File: src/diag_conv_pkg.sv
// constants, types and carriers for the diagnostic page responder
// assumes the command parser and the defect-map lookup speak these structs
package diag_conv_pkg;

   localparam logic [7:0] OPCODE_SEND_DIAG = 8'h1D;
   localparam logic [7:0] PAGE_LIST = 8'h00;
   localparam logic [7:0] PAGE_CONV = 8'h40;
   localparam logic [15:0] LIST_PARAM_LEN = 16'h0002;
   localparam logic [15:0] CONV_PARAM_LEN = 16'h000A;
   // whole parameter list lengths the send command must announce
   localparam logic [15:0] LIST_REQ_LEN = 16'h0004;
   localparam logic [15:0] CONV_REQ_LEN = 16'h000E;

   localparam logic [2:0] FMT_LBA = 3'h0;
   localparam logic [2:0] FMT_BFI = 3'h4;
   localparam logic [2:0] FMT_PSA = 3'h5;

   localparam int RESERVED_AREA_BIT = 7;
   localparam int ALT_SECTOR_BIT = 6;
   localparam int ALT_TRACK_BIT = 5;

   localparam logic [31:0] SECTOR_BYTES = 32'h0000_0278;
   localparam logic [31:0] SECTORS_PER_TRACK = 32'h0000_0022;
   localparam logic [31:0] SENTINEL_LBA = 32'hFFFF_FFFF;
   localparam logic [5:0] DIV_LAST_STEP = 6'h1F;

   localparam int BUF_BYTES = 14;
   localparam logic [3:0] LIST_RESP_LEN = 4'h6;
   localparam logic [3:0] CONV_RESP_LEN = 4'hE;
   localparam logic [3:0] EMPTY_RESP_LEN = 4'h4;

   typedef enum logic [1:0] {
      CLASS_PRIMARY,
      CLASS_SPARE_USED,
      CLASS_REASSIGNED,
      CLASS_SPARE_FREE
   } blockClass_e;

   typedef struct packed {
      logic [7:0] opcode;
      logic pageFormat;
      logic selfTestBit;
      logic deviceOfflineBit;
      logic unitOfflineBit;
      logic [15:0] paramLen;
      logic [7:0] pageCode;
      logic [2:0] srcFmt;
      logic [2:0] dstFmt;
      logic [63:0] addr;
   } diagCmd_s;

   typedef struct packed {
      logic [23:0] cyl;
      logic [7:0] head;
      logic [31:0] sector;
   } physLoc_s;

   typedef struct packed {
      logic byLba;
      logic [31:0] lba;
      physLoc_s phys;
   } mapQuery_s;

   typedef struct packed {
      logic [31:0] lba;
      physLoc_s phys;
      blockClass_e cls;
   } mapAnswer_s;

endpackage : diag_conv_pkg

File: src/sector_divider.sv
// serial divider: byte offset from index to hard sector number
// assumes start is a one-cycle pulse while idle; done pulses 33 cycles later
`timescale 1ns/10ps
`default_nettype none
module sector_divider (
   input wire logic clk,
   input wire logic rst_b,
   input wire logic start,
   input wire logic [31:0] dividend,
   output logic [31:0] quotient,
   output logic done
);
   localparam logic [10:0] DIVISOR = 11'(diag_conv_pkg::SECTOR_BYTES);

   logic busy_q, busy_d;
   logic done_q, done_d;
   logic [5:0] step_q, step_d;
   logic [10:0] rem_q, rem_d;
   logic [31:0] quo_q, quo_d;
   logic [10:0] trial;

   always_comb begin
      busy_d = busy_q;
      done_d = 1'b0;
      step_d = step_q;
      rem_d = rem_q;
      quo_d = quo_q;
      trial = {rem_q[9:0], quo_q[31]};
      if (start && !busy_q) begin
         busy_d = 1'b1;
         step_d = 6'h00;
         rem_d = 11'h000;
         quo_d = dividend;
      end else if (busy_q) begin
         // restoring step, quotient bit shifts in where the dividend leaves
         if (trial >= DIVISOR) begin
            rem_d = trial - DIVISOR;
            quo_d = {quo_q[30:0], 1'b1};
         end else begin
            rem_d = trial;
            quo_d = {quo_q[30:0], 1'b0};
         end
         step_d = step_q + 6'h01;
         if (step_q == diag_conv_pkg::DIV_LAST_STEP) begin
            busy_d = 1'b0;
            done_d = 1'b1;
         end
      end
   end

   always_ff @(posedge clk or negedge rst_b) begin
      if (!rst_b) begin
         busy_q <= 1'b0;
         done_q <= 1'b0;
         step_q <= 6'h00;
         rem_q <= 11'h000;
         quo_q <= 32'h0000_0000;
      end else begin
         busy_q <= busy_d;
         done_q <= done_d;
         step_q <= step_d;
         rem_q <= rem_d;
         quo_q <= quo_d;
      end
   end

   assign quotient = quo_q;
   assign done = done_q;
endmodule : sector_divider
`default_nettype wire

File: src/diag_conv_responder.sv
// diagnostic page responder: runs send-diagnostic parameter pages and
// returns the result bytes to a later receive-results request
// assumes a command parser hands over decoded pages and a defect-map
// lookup answers one query at a time on mapReq/mapAck
`timescale 1ns/10ps
`default_nettype none
module diag_conv_responder (
   input wire logic clk,
   input wire logic rst_b,
   input wire logic cmdValid,
   input wire diag_conv_pkg::diagCmd_s cmd,
   input wire logic resetCondition,
   input wire logic readReq,
   input wire logic [15:0] allocLen,
   input wire logic mapAck,
   input wire diag_conv_pkg::mapAnswer_s mapAnswer,
   output logic busy,
   output logic cmdDone,
   output logic cmdError,
   output logic dataValid,
   output logic mapReq,
   output diag_conv_pkg::mapQuery_s mapQuery,
   output logic respValid,
   output logic [7:0] respByte,
   output logic respLast
);
   typedef enum logic [2:0] {ST_IDLE, ST_DIVIDE, ST_MAP, ST_BUILD, ST_SEND} state_e;

   state_e state_q, state_d;
   diag_conv_pkg::diagCmd_s cmd_q, cmd_d;
   diag_conv_pkg::mapAnswer_s ans_q, ans_d;
   diag_conv_pkg::physLoc_s phys_q, phys_d;
   diag_conv_pkg::mapQuery_s query_q, query_d;
   logic [7:0] buf_q [diag_conv_pkg::BUF_BYTES];
   logic [7:0] buf_d [diag_conv_pkg::BUF_BYTES];
   logic [7:0] build [diag_conv_pkg::BUF_BYTES];
   logic [3:0] buildLen, validLen_q, validLen_d;
   logic [3:0] sendLen_q, sendLen_d, sendCnt_q, sendCnt_d, avail;
   logic valid_q, valid_d, busy_q, busy_d, done_q, done_d, err_q, err_d;
   logic mapReq_q, mapReq_d, respValid_q, respValid_d, respLast_q, respLast_d;
   logic [7:0] respByte_q, respByte_d;
   logic divStart_q, divStart_d, divDone;
   logic [31:0] divQuot;
   logic raFlag, asFlag;
   logic [31:0] lbaOut, sectorStart;
   logic [63:0] outAddr;
   logic fmtOk;

   sector_divider divider (
      .clk(clk),
      .rst_b(rst_b),
      .start(divStart_q),
      .dividend(cmd_q.addr[31:0]),
      .quotient(divQuot),
      .done(divDone)
   );

   // only the three documented address forms are accepted
   always_comb begin
      fmtOk = ((cmd.srcFmt == diag_conv_pkg::FMT_LBA) || (cmd.srcFmt == diag_conv_pkg::FMT_BFI)
               || (cmd.srcFmt == diag_conv_pkg::FMT_PSA))
              && ((cmd.dstFmt == diag_conv_pkg::FMT_LBA) || (cmd.dstFmt == diag_conv_pkg::FMT_BFI)
               || (cmd.dstFmt == diag_conv_pkg::FMT_PSA));
   end

   // result page assembly from the latched request, map answer and location
   always_comb begin
      raFlag = 1'b0;
      asFlag = 1'b0;
      case (ans_q.cls)
         diag_conv_pkg::CLASS_PRIMARY: begin
            raFlag = 1'b0;
            asFlag = 1'b0;
         end
         diag_conv_pkg::CLASS_SPARE_USED: begin
            raFlag = 1'b0;
            asFlag = 1'b1;
         end
         diag_conv_pkg::CLASS_REASSIGNED: begin
            raFlag = 1'b1;
            asFlag = 1'b0;
         end
         diag_conv_pkg::CLASS_SPARE_FREE: begin
            raFlag = 1'b1;
            asFlag = 1'b1;
         end
         default: begin
            raFlag = 1'b0;
            asFlag = 1'b0;
         end
      endcase
      // a logical source is always a live block, so only the alternate sector flag speaks
      if (cmd_q.srcFmt == diag_conv_pkg::FMT_LBA) begin
         raFlag = 1'b0;
      end
      sectorStart = phys_q.sector * diag_conv_pkg::SECTOR_BYTES;
      if (cmd_q.srcFmt == diag_conv_pkg::FMT_LBA) begin
         lbaOut = cmd_q.addr[63:32];
      end else if (raFlag) begin
         lbaOut = diag_conv_pkg::SENTINEL_LBA;
      end else begin
         lbaOut = ans_q.lba;
      end
      case (cmd_q.dstFmt)
         diag_conv_pkg::FMT_LBA: outAddr = {lbaOut, 32'h0000_0000};
         diag_conv_pkg::FMT_BFI: outAddr = {phys_q.cyl, phys_q.head, sectorStart};
         default: begin
            if (cmd_q.srcFmt == diag_conv_pkg::FMT_PSA) begin
               outAddr = cmd_q.addr;
            end else begin
               outAddr = {phys_q.cyl, phys_q.head, phys_q.sector};
            end
         end
      endcase
      for (int i = 0; i < diag_conv_pkg::BUF_BYTES; i++) begin
         build[i] = 8'h00;
      end
      if (cmd_q.pageCode == diag_conv_pkg::PAGE_LIST) begin
         build[0] = diag_conv_pkg::PAGE_LIST;
         build[2] = diag_conv_pkg::LIST_PARAM_LEN[15:8];
         build[3] = diag_conv_pkg::LIST_PARAM_LEN[7:0];
         build[4] = diag_conv_pkg::PAGE_LIST;
         build[5] = diag_conv_pkg::PAGE_CONV;
         buildLen = diag_conv_pkg::LIST_RESP_LEN;
      end else begin
         build[0] = diag_conv_pkg::PAGE_CONV;
         build[2] = diag_conv_pkg::CONV_PARAM_LEN[15:8];
         build[3] = diag_conv_pkg::CONV_PARAM_LEN[7:0];
         build[4] = {5'h00, cmd_q.srcFmt};
         build[5] = {raFlag, asFlag, 1'b0, 2'h0, cmd_q.dstFmt};
         for (int i = 0; i < 8; i++) begin
            build[6 + i] = outAddr[63 - 8 * i -: 8];
         end
         buildLen = diag_conv_pkg::CONV_RESP_LEN;
      end
   end

   // bytes on hand for a receive request: the page, or the zero filler
   always_comb begin
      avail = valid_q ? validLen_q : diag_conv_pkg::EMPTY_RESP_LEN;
   end

   always_comb begin
      state_d = state_q;
      cmd_d = cmd_q;
      ans_d = ans_q;
      phys_d = phys_q;
      query_d = query_q;
      buf_d = buf_q;
      validLen_d = validLen_q;
      sendLen_d = sendLen_q;
      sendCnt_d = sendCnt_q;
      valid_d = valid_q;
      busy_d = 1'b0;
      done_d = 1'b0;
      err_d = 1'b0;
      mapReq_d = mapReq_q;
      respValid_d = 1'b0;
      respLast_d = 1'b0;
      respByte_d = 8'h00;
      divStart_d = 1'b0;
      case (state_q)
         ST_IDLE: begin
            if (cmdValid && (cmd.opcode == diag_conv_pkg::OPCODE_SEND_DIAG)) begin
               cmd_d = cmd;
               valid_d = 1'b0;
               if (cmd.selfTestBit || (cmd.paramLen == 16'h0000)) begin
                  done_d = 1'b1;
               end else if ((cmd.pageCode == diag_conv_pkg::PAGE_LIST)
                            && (cmd.paramLen == diag_conv_pkg::LIST_REQ_LEN)) begin
                  busy_d = 1'b1;
                  state_d = ST_BUILD;
               end else if ((cmd.pageCode == diag_conv_pkg::PAGE_CONV)
                            && (cmd.paramLen == diag_conv_pkg::CONV_REQ_LEN) && fmtOk) begin
                  busy_d = 1'b1;
                  if (cmd.srcFmt == diag_conv_pkg::FMT_BFI) begin
                     divStart_d = 1'b1;
                     state_d = ST_DIVIDE;
                  end else begin
                     query_d.byLba = (cmd.srcFmt == diag_conv_pkg::FMT_LBA);
                     query_d.lba = cmd.addr[63:32];
                     query_d.phys = cmd.addr;
                     phys_d = cmd.addr;
                     mapReq_d = 1'b1;
                     state_d = ST_MAP;
                  end
               end else begin
                  err_d = 1'b1;
                  done_d = 1'b1;
               end
            end else if (readReq && (allocLen != 16'h0000)) begin
               busy_d = 1'b1;
               sendCnt_d = 4'h0;
               sendLen_d = (allocLen < {12'h000, avail}) ? allocLen[3:0] : avail;
               state_d = ST_SEND;
            end
         end
         ST_DIVIDE: begin
            busy_d = 1'b1;
            if (divDone) begin
               if (divQuot >= diag_conv_pkg::SECTORS_PER_TRACK) begin
                  err_d = 1'b1;
                  done_d = 1'b1;
                  busy_d = 1'b0;
                  state_d = ST_IDLE;
               end else begin
                  phys_d = {cmd_q.addr[63:32], divQuot};
                  query_d.byLba = 1'b0;
                  query_d.lba = 32'h0000_0000;
                  query_d.phys = {cmd_q.addr[63:32], divQuot};
                  mapReq_d = 1'b1;
                  state_d = ST_MAP;
               end
            end
         end
         ST_MAP: begin
            busy_d = 1'b1;
            if (mapAck) begin
               mapReq_d = 1'b0;
               ans_d = mapAnswer;
               if (query_q.byLba) begin
                  phys_d = mapAnswer.phys;
               end
               state_d = ST_BUILD;
            end
         end
         ST_BUILD: begin
            buf_d = build;
            validLen_d = buildLen;
            valid_d = 1'b1;
            done_d = 1'b1;
            state_d = ST_IDLE;
         end
         ST_SEND: begin
            busy_d = 1'b1;
            respValid_d = 1'b1;
            respByte_d = valid_q ? buf_q[sendCnt_q] : 8'h00;
            sendCnt_d = sendCnt_q + 4'h1;
            if (sendCnt_q == (sendLen_q - 4'h1)) begin
               respLast_d = 1'b1;
               busy_d = 1'b0;
               state_d = ST_IDLE;
            end
         end
         default: state_d = ST_IDLE;
      endcase
      // a bus reset drops work in flight, except a division the divider has begun, along with the stored page
      if (resetCondition) begin
         state_d = ST_IDLE;
         valid_d = 1'b0;
         mapReq_d = 1'b0;
         busy_d = 1'b0;
         done_d = 1'b0;
         err_d = 1'b0;
         respValid_d = 1'b0;
         respLast_d = 1'b0;
         respByte_d = 8'h00;
         divStart_d = 1'b0;
      end
   end

   always_ff @(posedge clk or negedge rst_b) begin
      if (!rst_b) begin
         state_q <= ST_IDLE;
         cmd_q <= '0;
         ans_q <= '0;
         phys_q <= '0;
         query_q <= '0;
         for (int i = 0; i < diag_conv_pkg::BUF_BYTES; i++) begin
            buf_q[i] <= 8'h00;
         end
         validLen_q <= 4'h0;
         sendLen_q <= 4'h0;
         sendCnt_q <= 4'h0;
         valid_q <= 1'b0;
         busy_q <= 1'b0;
         done_q <= 1'b0;
         err_q <= 1'b0;
         mapReq_q <= 1'b0;
         respValid_q <= 1'b0;
         respLast_q <= 1'b0;
         respByte_q <= 8'h00;
         divStart_q <= 1'b0;
      end else begin
         state_q <= state_d;
         cmd_q <= cmd_d;
         ans_q <= ans_d;
         phys_q <= phys_d;
         query_q <= query_d;
         buf_q <= buf_d;
         validLen_q <= validLen_d;
         sendLen_q <= sendLen_d;
         sendCnt_q <= sendCnt_d;
         valid_q <= valid_d;
         busy_q <= busy_d;
         done_q <= done_d;
         err_q <= err_d;
         mapReq_q <= mapReq_d;
         respValid_q <= respValid_d;
         respLast_q <= respLast_d;
         respByte_q <= respByte_d;
         divStart_q <= divStart_d;
      end
   end

   assign busy = busy_q;
   assign cmdDone = done_q;
   assign cmdError = err_q;
   assign dataValid = valid_q;
   assign mapReq = mapReq_q;
   assign mapQuery = query_q;
   assign respValid = respValid_q;
   assign respByte = respByte_q;
   assign respLast = respLast_q;

   // helper: bytes already shown in the current reply
   logic [3:0] beats_q;
   always_ff @(posedge clk or negedge rst_b) begin
      if (!rst_b) begin
         beats_q <= 4'h0;
      end else if (respLast_q || !respValid_q) begin
         beats_q <= 4'h0;
      end else begin
         beats_q <= beats_q + 4'h1;
      end
   end
endmodule : diag_conv_responder
`default_nettype wire

File: config.mk
export PLATFORM = sky130hd
export DESIGN_NAME = diag_conv_responder
export DESIGN_NICKNAME = d
export VERILOG_FILES = /design/src/diag_conv_pkg.sv /design/src/sector_divider.sv /design/src/diag_conv_responder.sv
export SDC_FILE = /design/constraint.sdc
export NUM_CORES = 1
export LEC_CHECK = 0
export BUFFER_PORTS_ARGS = -buffer_cell sky130_fd_sc_hd__buf_2
export CORE_MARGIN = 5
export CORE_UTILIZATION = 58
export DETAILED_ROUTE_END_ITERATION = 8
export HOLD_SLACK_MARGIN = 0.1
export PLACE_DENSITY_LB_ADDON = 0.08
export SLEW_MARGIN = 25
export SYNTH_ARGS = -nofsm -noshare
export SYNTH_HDL_FRONTEND = slang
export SYNTH_SLANG_ARGS = --single-unit
File: constraint.sdc
create_clock -name clk -period 5.5 [get_ports clk]
set_input_delay 0.55 -clock clk [delete_from_list [all_inputs] [get_ports clk]]
set_output_delay 0.55 -clock clk [all_outputs]
set_load 0.05 [all_outputs]
Yosys cells after proc, flatten, opt, wreduce, memory -nomap -nowiden

Index checks and enable logic that the tools add are counted.
Widths: inputs -> output; s select.

Order comparisons: 4
Reduce and logical (&&, ||, !) cells: 42
Multiplexer cells: 113
Bitwise operators: 2
Multiply operators: 1
Equality and inequality tests: 42
$add $sub $neg: 4

Operators with widths:

| cell                  | count |
|---|---|
| $mux 64               | 11 |
| $mux 97               | 7 |
| $pmux 97 s2           | 1 |
| $pmux 64 s3           | 1 |
| $mux 32               | 4 |
| $pmux 64 s2           | 1 |
| $mux 1                | 50 |
| $mux 8                | 5 |
| $bmux 8 s4            | 1 |
| $ge 32x6->1 const B   | 1 |
| $mul 32x7->29 const B | 1 |
| $mux 10               | 3 |
| $mux 3                | 9 |
| $ne 3x3->1 const B    | 8 |
| $eq 3x3->1 const B    | 7 |
| $mux 20               | 1 |
| $mux 4                | 5 |
| $ne 2x2->1 const B    | 10 |
| $eq 16x3->1 const B   | 1 |
| $eq 16x4->1 const B   | 1 |
| $logic_not 16->1      | 1 |
| $logic_not 8->1       | 2 |
| $lt 16x4->1           | 1 |
| $reduce_bool 16->1    | 1 |
| 43 further kinds      | 75 |

Register bits after elaboration: 458

Logic depth before layout (Yosys ltp)

Gate-level depths: netlist of the first run.

Word-level depth: 11
Mapped depth: 17
Depth with buffers taken out: 16

Hierarchy

From an unflattened synthesis of the first run, not the netlist that was laid out.

Cells, all modules: 2474
Area total of the unflattened synthesis: 23391.2 µm²

By module, submodules not included:

| module              | cells an instance | times used | area each (µm²) |
|---|---|---|---|
| diag_conv_responder | 2252              | 1          | 21007.6 |
| sector_divider      | 222               | 1          | 2383.5 |

Least setup slack after synthesis of the first run

No wires, ideal clock.

Path kind: register -> register
Start: reg phys_q[18] (netlist name)
End: reg buf_q[27] (netlist name)
Setup slack: 1.061 ns
Period minus slack after synthesis: 4.439 ns
Library setup time: 0.126 ns
Cell stages (with the launch flop): 18
Path buffers: 1
Arrival time: 4.313 ns
Path through: dfrtp_1 -> inv_1 -> fa_1 -> inv_1 -> ha_1 -> fa_1 -> inv_1 -> fa_1 -> inv_1 -> ha_1 -> clkbuf_1 -> a211o_1 -> a2111oi_0 -> o21ai_0 -> a21oi_1 -> nor2b_1 -> xor2_1 -> a221o_1

Cells in the longest elaborated chain, start to end: 3

RTL lines:

| what                     | RTL line                   | RTL |
|---|---|---|
| start: declaration       | diag_conv_responder.sv:32  | `diag_conv_pkg::physLoc_s phys_q, phys_d;` |
| start signal: assignment | diag_conv_responder.sv:288 | `phys_q <= phys_d;` |
| $mul 32x7->29            | diag_conv_responder.sv:96  | `sectorStart = phys_q.sector * diag_conv_pkg::SECTOR_BYTES;` |
| $pmux 64 s2              | diag_conv_responder.sv:104 | `case (cmd_q.dstFmt)` |
| $mux 64                  | diag_conv_responder.sv:118 | `if (cmd_q.pageCode == diag_conv_pkg::PAGE_LIST) begin` |
| end signal: assignment   | diag_conv_responder.sv:290 | `buf_q <= buf_d;` |
| end: declaration         | diag_conv_responder.sv:34  | `logic [7:0] buf_q [diag_conv_pkg::BUF_BYTES];` |

No other way between the ends.
A chain may end at the register's enable or synchronous reset.

Final worst setup path of the first run

Start: reg phys_q[6] (netlist name)
End: reg buf_q[24] (netlist name)

The elaborated chain is that of the path after synthesis.

==> results of run 1 <==
-- final timing paths --
| check | to | slack (ns) | depth (start not counted) |
|---|---|---|---|
| min in group asynchronous | mapQuery[9]$_DFFE_PN0P_ | 0.59 | 2 |
| worst min register to register | cmd_q[77]$_DFFE_PN0P_ | 0.47 | 2 |
| worst max register to register | buf_q[24]$_DFFE_PN0N_ | 0.45 | 16 |
| worst max-delay path | buf_q[24]$_DFFE_PN0N_ | 0.45 | 16 |
| worst min-delay path | cmd_q[74]$_DFFE_PN0P_ | 0.19 | 3 |
| max in group asynchronous | buf_q[34]$_DFFE_PN0N_ | 3.48 | 3 |
-- layout make-up --
cell class,instances,share of cell area [%]
antenna,11,0.101
clock buffer,62,4.74
clock inverter,18,0.800
inverter,212,2.93
multi-input combinational,1831,42.8
sequential,424,39.0
tap,532,2.45
timing repair buffer,365,7.20
-- routing by layer --
| layer | wire [um] | part of all wire (%) | vias up |
|---|---|---|---|
| li1 | - | - | 9415 |
| met1 | 30400 | 42 | 10200 |
| met2 | 33100 | 45 | 881 |
| met3 | 6990 | 9.6 | 144 |
| met4 | 2380 | 3.3 | 12 |
| met5 | 82 | 0.11 | - |
-- worst max-delay path, stage by stage (launching register included) --
cell      delay [ns]
dfrtp_1         0.41
inv_1           0.17
fa_1            0.54
inv_1           0.05
ha_1            0.29
fa_1            0.55
inv_1           0.06
fa_1            0.50
inv_1           0.05
ha_1            0.36
a211oi_1        0.28
o211ai_1        0.19
a221oi_1        0.56
o311ai_0        0.34
a31oi_1         0.29
xor2_1          0.18
o21ai_0         0.09
-- metrics by stage --
step                area (um2)  utilization, %  instances  hold slack (ns)
floorplan                23700               -       2630            0.254
global placement         25700            63.3       3363            0.452
detailed placement       25700            63.3       3363            0.456
CTS                      27200            67.0       3444            0.166
global route             27200            67.0       3449            0.184
finish                   27200            67.1       3455            0.185
-- registers in the layout, indices dropped and copies added (netlist names), 3 cells and up --
| signal | flops |
|---|---|
| cmd_q | 78 |
| sendLen_q | 4 |
| divider.rem_q | 10 |
| sendCnt_q | 4 |
| state_q | 3 |
| mapQuery | 97 |
| respByte | 8 |
| buf_q | 73 |
| ans_q | 34 |
| divider.step_q | 6 |
| phys_q | 64 |
| divider.quotient | 32 |
-- synth_stat cells, types with 5 or more instances --
library cell,n
a221oi_1,9
fa_1,71
a211oi_1,11
o21bai_1,7
ha_1,60
a31oi_1,75
nand2b_1,8
nand4_1,8
buf_1,9
nor3_1,56
nand3_1,49
dfrtp_1,424
o31ai_1,7
o21ai_1,12
buf_2,17
or3_1,6
nor2_1,213
a21oi_1,68
a41oi_1,64
buf_4,15
mux2i_1,76
a221o_1,6
o21a_1,8
o211ai_1,21
inv_1,212
clkbuf_1,122
and3_1,7
nor2b_1,11
a22o_1,23
mux2_2,47
o21ai_0,158
xor2_1,13
nand2_1,594
a21o_1,19
mux4_2,5
o22ai_1,16
xnor2_1,31
nor4_1,17
-- timing repair --
item,CTS,global route
hold buffers,1,0
setup buffers,0,0
gates resized for setup,0,0
endpoints found under the hold margin,86,0
-- kinds of logic (layout without fill, tap and decap cells) --
family,Yosys count,in the layout,synth area share [%]
flops,424,424,44.9
buf+inv,375,657,6.28
fa+ha+maj,131,131,9.18
xor+xnor,44,44,1.63
mux,128,128,5.93
compound gates,529,529,14.5
other cells,0,11,0
simple gates,999,999,17.6
==> summary.md, run 1 <==
| Metric | Value |
|---|---|
| Status | finished clean |
| Site Rows | 74 |
| Syn avg cell area | 8.99 um2 |
| Slew Viols, Final | 0 |
| Crit path from | phys_q[6]$_DFFE_PN0P_ |
| Setup ws final | 0.449 ns |
| CTS clock-pin slew for the worst setup and hold paths | 0.06 ns |
| Most common cell after layout, fill and taps aside | nand2_1 |
| Layout cell share with drive strength beyond 1 | 17.6% |
| Die area | 44,900 um2 |
| Synth async-reset ratio | 100% |
| Top-area cell type share of the netlist area | 44.9% |
| Critical register-to-register path startpoint | phys_q[6]$_DFFE_PN0P_ |
| Unrepaired setup endpoints after global routing | no |
| WS Path Type | flip-flop to flip-flop |
| Post-place setup slack | 0.560 ns |
| First-pass GRT wire length | 113,000 um |
| Port Buffers | 334 |
| Die Y | 212 um |
| Crit path time final | 5.05 ns |
| CP Data Arrival Time | 5.49 ns |
| Max FO, Critical Path | 5 |
| Io pins | 338 |
| Post-synth cell types | 70 |
| Grt met1 use | 44.5% |
| Met3 Usage GRT | 8.64% |
| Synthesized flop and latch total | 424 |
| Period utilisation layout | 91.8% |
| Number of synthesized flops with an enable pin | 0 |
| Dpl hpwl | 51,300 um |
| Final wirelength | 73,000 um |
| Global route overflow | 0 |
| Worst rel slew slack | 33.3% |
| Starting DRT DRC Count | 1,967 |
| Mapped cell area | 23,700 um2 |
| FF/Latch Area | 10,600 um2 |
| Critical Path Sink Type | flip-flop |
| Highest clock rate | 198 MHz |
| Commonest cells after routing, fill and taps aside | 592 x nand2_1, 422 x dfrtp_1, 333 x buf_2, 212 x inv_1, 211 x nor2_1 |
| Setup TNS | 0 ns |
| TritonRoute pass-1 iters | 5 |
| Fillcell total | 3,346 |
| Vias | 20,600 |
| Final ANT Viol Nets | 0 |
| Footprint of the multi-input gates | 11,600 um2 |
| CTS Buffer Depth | 3 |
| Clock latency on the worst-skew pair | 0.59 ns |
| Drt wl/cell | 21.1 um |
| Top Usage Layer GRT | met2 |
| Max cap viols | 0 |
| Met2 Usage GRT | 49.1% |
| Root buf cell | clkbuf_16 |
| DRC | 0 |
| Layout area overhead | 15.0% |
| DR vias/cell | 5.97 |
| Area leader, netlist | dfrtp_1 |
| Initial core utilization | 58.3% |
| Ys flop type | dfrtp_1 |
| Sequential area share after synthesis | 44.9% |
| Min-delay src | cmd[74] |
| Vias in the first global route | 20,500 |
| Initial antenna violation count | 15 |
| HP Class | primary input to flip-flop |
| Die Width | 212 um |
| CTS tree | done |
| Critical path launch point type | flip-flop |
| Layout net count | 3,236 |
| Setup Viol. Count Final | 0 |
| Final Wtd Congestion | 0.964 |
| Synth top area cells | dfrtp_1 45%, nand2_1 9.4%, fa_1 6.0% |
| Critical path data required time | 5.94 ns |
| Largest net degree at the start of global routing | 159 |
| Core Area | 40,600 um2 |
| Tightest Pin Transition | 1.00 ns |
| # H-tree levels | 2 |
| Cells after Synth | 2,630 |
| CTS Sinks | 424 |
| Final hold viol count | 0 |
| Worst Skew | 0.0202 ns |
| Global Route Usage Sum | 32.0% |
| Synth Warn # | 0 |
| Syn_nets | 2,987 |
| Num CTS Buffers | 45 |
Power of run 1 is left out: the tool's default activity adds up to more than one toggle a clock period on the data nets, which glitch-free logic cannot reach.
==> run 2: changes to the inputs <==
--- a/config.mk
+++ b/config.mk
@@ -10,5 +10,4 @@
 export CORE_UTILIZATION = 58
 export DETAILED_ROUTE_END_ITERATION = 8
-export HOLD_SLACK_MARGIN = 0.1
 export PLACE_DENSITY_LB_ADDON = 0.08
 export SLEW_MARGIN = 25
==> constraint.sdc (replaced) <==
create_clock -name clk -period 5.5 [get_ports clk]
set_input_delay 0.275 -clock clk [delete_from_list [all_inputs] [get_ports clk]]
set_output_delay 0.275 -clock clk [all_outputs]
set_load 0.05 [all_outputs]
==> summary.md, run 2 (synthesized netlist as in run 1, its figures left out) <==
| Metric | Value |
|---|---|
| Global route overflow | 0 (unchanged) |
| Placed Cells | 3,365 (+0.059%) |
| CTS Sinks | 424 (unchanged) |
| Most common cell after layout, fill and taps aside | nand2_1 |
| HP Class | primary input to flip-flop |
| WS Path Type | flip-flop to flip-flop |
| Fillcell total | 3,015 (-9.9%) |
| CP max-delay cell | fa_1 |
| Post-route insts no fill | 3,628 (+5.0%) |
| CP top delay family | adder cells |
| Max cap viols | 0 (unchanged) |
| CTS Buffer Depth | 3 (unchanged) |
| Core Area | 40,600 um2 (unchanged) |
| Port Buffers | 334 (unchanged) |
| Starting DRT DRC Count | 2,002 (+1.8%) |
| Dpl hpwl | 52,200 um (+1.7%) |
| Resized Gates After CTS | 0 (unchanged) |
| Num CTS Buffers | 47 (+4.4%) |
| DRC | 0 (unchanged) |
| Worst Skew | 0.0116 ns (-0.00862 ns) |
| Final wirelength | 76,600 um (+4.9%) |
| Die Y | 212 um (unchanged) |
| Layout cell share with drive strength beyond 1 | 16.8% (-0.79 points) |
| Final hold viol count | 0 (unchanged) |
| Die area | 44,900 um2 (unchanged) |
| Worst path cell trace | inv_1 > fa_1 > inv_1 > ha_1 > fa_1 > inv_1 > fa_1 > inv_1 > ha_1 > a211oi_1 > o211ai_1 > a221oi_1 > o311ai_0 > a31oi_1 > xor2_1 > o21ai_0 |
| Site Rows | 74 (unchanged) |
| Crit-path max cell delay | 0.56 ns (about the same) |
| CP dominant cell by count | inv_1 |
| Fin area | 29,000 um2 (+6.7%) |
| Unrepaired setup endpoints after global routing | no |
| Max reg flops | 97 (unchanged) |
| First-pass GRT wire length | 121,000 um (+6.6%) |
| Final ANT Viol Nets | 0 (unchanged) |
| Initial antenna violation count | 8 (-7) |
| Max FO, Critical Path | 5 (unchanged) |
| # H-tree levels | 2 (unchanged) |
| Final Wtd Congestion | 0.934 (-3.2%) |
| Layout area overhead | 22.7% |
| Critical Path Sink Type | flip-flop |
| Vias | 21,600 (+4.7%) |
| R2R setup slack | 0.46 ns (about the same) |
| DR vias/cell | 5.95 (-0.34%) |
| TritonRoute pass-1 iters | 5 (unchanged) |
| Slew Viols, Final | 0 (unchanged) |
| Highest clock rate | 199 MHz (+0.29%) |
| Commonest cells after routing, fill and taps aside | 592 x nand2_1, 421 x dfrtp_1, 333 x buf_2, 212 x inv_1, 211 x nor2_1 |
| CTS clock-pin slew for the worst setup and hold paths | 0.06 ns (about the same) |
| Tightest Pin Transition | 1.09 ns (+0.0934 ns) |
| Die Width | 212 um (unchanged) |
| Period utilisation layout | 91.6% (-0.26 points) |
| Setup TNS | 0 ns (unchanged) |
| CTS tree | done |
| Worst rel slew slack | 27.1% (-6.2 points) |
| Crit path time final | 5.04 ns (-0.0146 ns) |
| Critical path launch point type | flip-flop |
| CP Data Arrival Time | 5.50 ns (about the same) |
| Io pins | 338 (unchanged) |
| Global Route Usage Sum | 33.9% (+1.9 points) |
| Setup Viol. Count Final | 0 (unchanged) |
| Footprint of the multi-input gates | 11,600 um2 (unchanged) |
| Buf+Inv Stages, Crit Path | 4 (unchanged) |
| Vias in the first global route | 21,600 (+5.5%) |
| Layout net count | 3,411 (+5.4%) |
| FF/Latch Area | 10,600 um2 (about the same) |
| Root buf cell | clkbuf_16 |
| Initial core utilization | 58.3% (unchanged) |
| Largest net degree at the start of global routing | 101 (-36%) |
| Status | finished clean |
| Critical path data required time | 5.96 ns (+0.02 ns) |
| Drt wl/cell | 21.1 um (-0.13%) |
| Area after DPL | 25,700 um2 (about the same) |
| Clock latency on the worst-skew pair | 0.59 ns (about the same) |
## run 2: cell count changes in the layout (fill, tap and decap cells not counted), moves of 2 or more
cell           delta
dlygate4sd3_1   +171
diode_2           -5
clkbuf_8          -3
clkinv_2          +3
buf_4             +3
clkinv_4          +2
clkbuf_16         +3
bufinv_16         +2
inv_6             -2
## run 2: cell type report
class / count / area share (%)
multi-input cells: 1831 / 40.1
flip-flops and latches: 424 / 36.6
repair buffers: 538 / 12.7
clock buffers: 63 / 4.57
inverters: 212 / 2.74
well taps: 532 / 2.29
clock inverters: 22 / 1.02
diodes: 6 / 0.0517
## run 2: layer usage
metal | track usage (%) | vias up | share of wire [%]
li1 | - | 9771 | -
met1 | 48.3 | 10600 | 42
met2 | 52.8 | 1003 | 46
met3 | 6.39 | 179 | 8.7
met4 | 11.5 | 8 | 3.3
met5 | 0 | - | 0.072
## run 2: tightest hold or removal path, delay by kind of cell
kind                   cells  cell delay [ns]
AND/OR/NAND/NOR            1             0.07
AO/OA/AOI/OAI              1             0.13
buffers and inverters      1             0.09
## run 2: worst paths after layout
kind | startpoint | end | cells after the start
worst max-delay path | phys_q[5]$_DFFE_PN0P_ | buf_q[24]$_DFFE_PN0N_ | 16
max in group asynchronous | rst_b | cmd_q[46]$_DFFE_PN0P_ | 3
min in group asynchronous | rst_b | cmd_q[14]$_DFFE_PN0P_ | 2
worst min register to register | cmd_q[76]$_DFFE_PN0P_ | cmd_q[76]$_DFFE_PN0P_ | 2
worst min-delay path | mapAnswer[30] | phys_q[28]$_DFFE_PN0P_ | 3
worst max register to register | phys_q[5]$_DFFE_PN0P_ | buf_q[24]$_DFFE_PN0N_ | 16
## run 2: what timing repair did
action	4_1_cts	5_1_grt
hold buffers	172	0
buffers inserted	0	0
hold endpoints to repair	350	0
## run 2: through the flow
stage,utilization [%],hold WS [ns],worst slack (ns)
2_1_floorplan,-,-0.0206,1.06
3_3_place_gp,63.3,0.334,0.599
3_5_place_dp,63.3,0.339,0.516
4_1_cts,71.5,0.00398,0.487
5_1_grt,71.6,0.0348,0.241
6_report,71.6,0.0259,0.463
Power of run 2 is left out for the same reason.
==> run 3: changes to the inputs <==
CORE_UTILIZATION = 48   (was 58)
clock period = 4.15 ns   (was 5.5 ns; I/O delays follow)
==> summary.md, run 3 (synthesized netlist as in run 1, its figures left out) <==
| Metric | Value |
|---|---|
| Status | complete, but fails checks |
| Failing checks | setup timing |
| Clock latency on the worst-skew pair | 0.62 ns (+0.03 ns) |
| First-pass GRT wire length | 127,000 um (+5.7%) |
| Critical Path Sink Type | flip-flop |
| Final wirelength | 80,700 um (+5.5%) |
| CP Data Arrival Time | 4.71 ns (-0.79 ns) |
| Highest clock rate | 236 MHz (+19%) |
| Die Width | 232 um (+9.5%) |
| Drt wl/cell | 20.7 um (-1.8%) |
| Final ANT Viol Nets | 0 (unchanged) |
| WL met2 | 37,300 um (+5.8%) |
| Core Area | 48,800 um2 (+20%) |
| CP max-delay cell | fa_1 |
| Starting DRT DRC Count | 1,520 (-24%) |
| Initial core utilization | 48.4% (-9.9 points) |
| Unrepaired setup endpoints after global routing | yes |
| Layout net count | 3,547 (+4.0%) |
| Dpl hpwl | 56,900 um (+9.0%) |
| Setup ws final | -0.0957 ns (-0.559 ns) |
| Root buf cell | clkbuf_16 |
| WS Path Type | flip-flop to flip-flop |
| CTS Sinks | 424 (unchanged) |
| Worst path cell trace | inv_2 > fa_1 > inv_1 > ha_4 > fa_1 > inv_1 > fa_1 > inv_1 > ha_4 > nand3_4 > nor2_4 > a221o_1 > a211o_1 > a221oi_2 > mux2i_1 > nand2_1 |
| Max reg flops | 97 (unchanged) |
| HP Class | primary input to flip-flop |
| Global Route Usage Sum | 30.0% (-3.9 points) |
| Die area | 53,800 um2 (+20%) |
| Most common cell after layout, fill and taps aside | nand2_1 |
| Setup Viol. Count Final | 4 (+4) |
| # H-tree levels | 2 (unchanged) |
| Largest net degree at the start of global routing | 99 (-2.0%) |
| Placed Cells | 3,610 (+7.3%) |
| Global route overflow | 0 (unchanged) |
| Max FO, Critical Path | 5 (unchanged) |
| TritonRoute pass-1 iters | 6 (+1) |
| Vias in the first global route | 22,300 (+3.0%) |
| CTS tree | done |
| Routed length on met1 | 34,800 um (+8.3%) |
| DR vias/cell | 5.58 (-6.2%) |
| DRC | 0 (unchanged) |
| Final Wtd Congestion | 0.928 (-0.65%) |
| Critical path data required time | 4.61 ns (-1.35 ns) |
| Num CTS Buffers | 49 (+4.3%) |
| Final hold viol count | 0 (unchanged) |
| Period utilisation layout | 102% (+11 points) |
| Top sig layer | met5 |
| Buf+Inv Stages, Crit Path | 4 (unchanged) |
| Slew Viols, Final | 0 (unchanged) |
| Commonest cells after routing, fill and taps aside | 589 x nand2_1, 421 x dfrtp_1, 333 x buf_2, 209 x nor2_1, 178 x dlygate4sd3_1 |
| Crit-path max cell delay | 0.54 ns (-0.02 ns) |
| Worst Skew | 0.0280 ns (+0.0164 ns) |
| Tightest Pin Transition | 1.00 ns (-0.0925 ns) |
| Crit path time final | 4.25 ns (-0.791 ns) |
| Post-route insts no fill | 3,895 (+7.4%) |
| CTS clock-pin slew for the worst setup and hold paths | 0.06 ns (about the same) |
| Io pins | 338 (unchanged) |
| Vias | 21,700 (+0.66%) |
| Worst rel slew slack | 33.2% (+6.2 points) |
| Die Y | 232 um (+9.5%) |
| Initial antenna violation count | 8 (unchanged) |
| Port Buffers | 334 (unchanged) |
| Layout area overhead | 31.8% |
| CTS Buffer Depth | 3 (unchanged) |
| Site Rows | 81 (+9.5%) |
| Critical path launch point type | flip-flop |
| Routed wl met3 | 6720 um (+1.1%) |
| Max cap viols | 0 (unchanged) |
| Layout cell share with drive strength beyond 1 | 23.5% (+6.7 points) |
| CP top delay family | adder cells |
## run 3: changes by cell type in the layout (fill, tap and decap cells not counted), moves of 7 or more
cell     delta
buf_4     +115
o21ai_1     +9
ha_4       +31
o21ai_0    -11
ha_1       -33
inv_1      -38
buf_6       +7
inv_2      +37
## run 3: timing repair
item / 4_1_cts / 5_1_grt
endpoints found under the hold margin: 372 / 0
hold buffers: 178 / 0
gates resized for setup: 51 / 49
buffers inserted: 10 / 6
setup endpoints to repair: 12 / 17
pin swaps: 32 / 46
## run 3: layout make-up
type	instances	area, um2
antenna	3	7.51
clock buffer	60	1330
clock inverter	29	502
fill	4162	17700
inverter	212	798
multi-input combinational	1831	12300
sequential	424	10600
tap	664	831
timing repair buffer	672	4800
## run 3: worst register-to-register path, stage by stage (launching register included)
cell and delay [ns]:
dfrtp_1 0.37, inv_2 0.08, fa_1 0.54, inv_1 0.07, ha_4 0.22, fa_1 0.53
inv_1 0.06, fa_1 0.51, inv_1 0.07, ha_4 0.25, nand3_4 0.11, nor2_4 0.04
a221o_1 0.39, a211o_1 0.36, a221oi_2 0.26, mux2i_1 0.21, nand2_1 0.06
## run 3: path summary, 6_finish.rpt
| check | from | to | slack, ns | cells past startpoint |
|---|---|---|---|---|
| setup / recovery | phys_q[7]$_DFFE_PN0P_ | buf_q[25]$_DFFE_PN0N_ | -0.1 | 16 |
| hold / removal | mapAnswer[13] | phys_q[11]$_DFFE_PN0P_ | 0.03 | 3 |
| setup reg to reg | phys_q[7]$_DFFE_PN0P_ | buf_q[25]$_DFFE_PN0N_ | -0.1 | 16 |
| hold reg to reg | cmd_q[76]$_DFFE_PN0P_ | cmd_q[76]$_DFFE_PN0P_ | 0.47 | 2 |
| max in group asynchronous | rst_b | respByte[7]$_DFF_PN0_ | 2.74 | 3 |
| min in group asynchronous | rst_b | mapQuery[10]$_DFFE_PN0P_ | 0.20 | 2 |
## run 3: routing by layer
metal | vias to the layer above | track usage [%]
met2 | 783 | 47.3
met4 | 4 | 7.61
met3 | 131 | 7.68
met1 | 10700 | 41.7
li1 | 10100 | -
met5 | - | 0
## run 3: through the flow
step / util [%] / setup slack, ns / TNS (ns) / hold slack [ns] / instance area (um2)
floorplan: - / -0.0181 / -0.0181 / -0.0881 / 23800
global placement: 55.1 / -0.157 / -0.777 / 0.337 / 26900
detailed placement: 55.1 / -0.227 / -1.33 / 0.344 / 26900
CTS: 63.3 / -0.0762 / -0.143 / 0.00256 / 30900
global route: 63.8 / -0.247 / -1.93 / 0.0126 / 31200
finish: 63.8 / -0.0957 / -0.170 / 0.0262 / 31200
Power of run 3 is left out for the same reason.
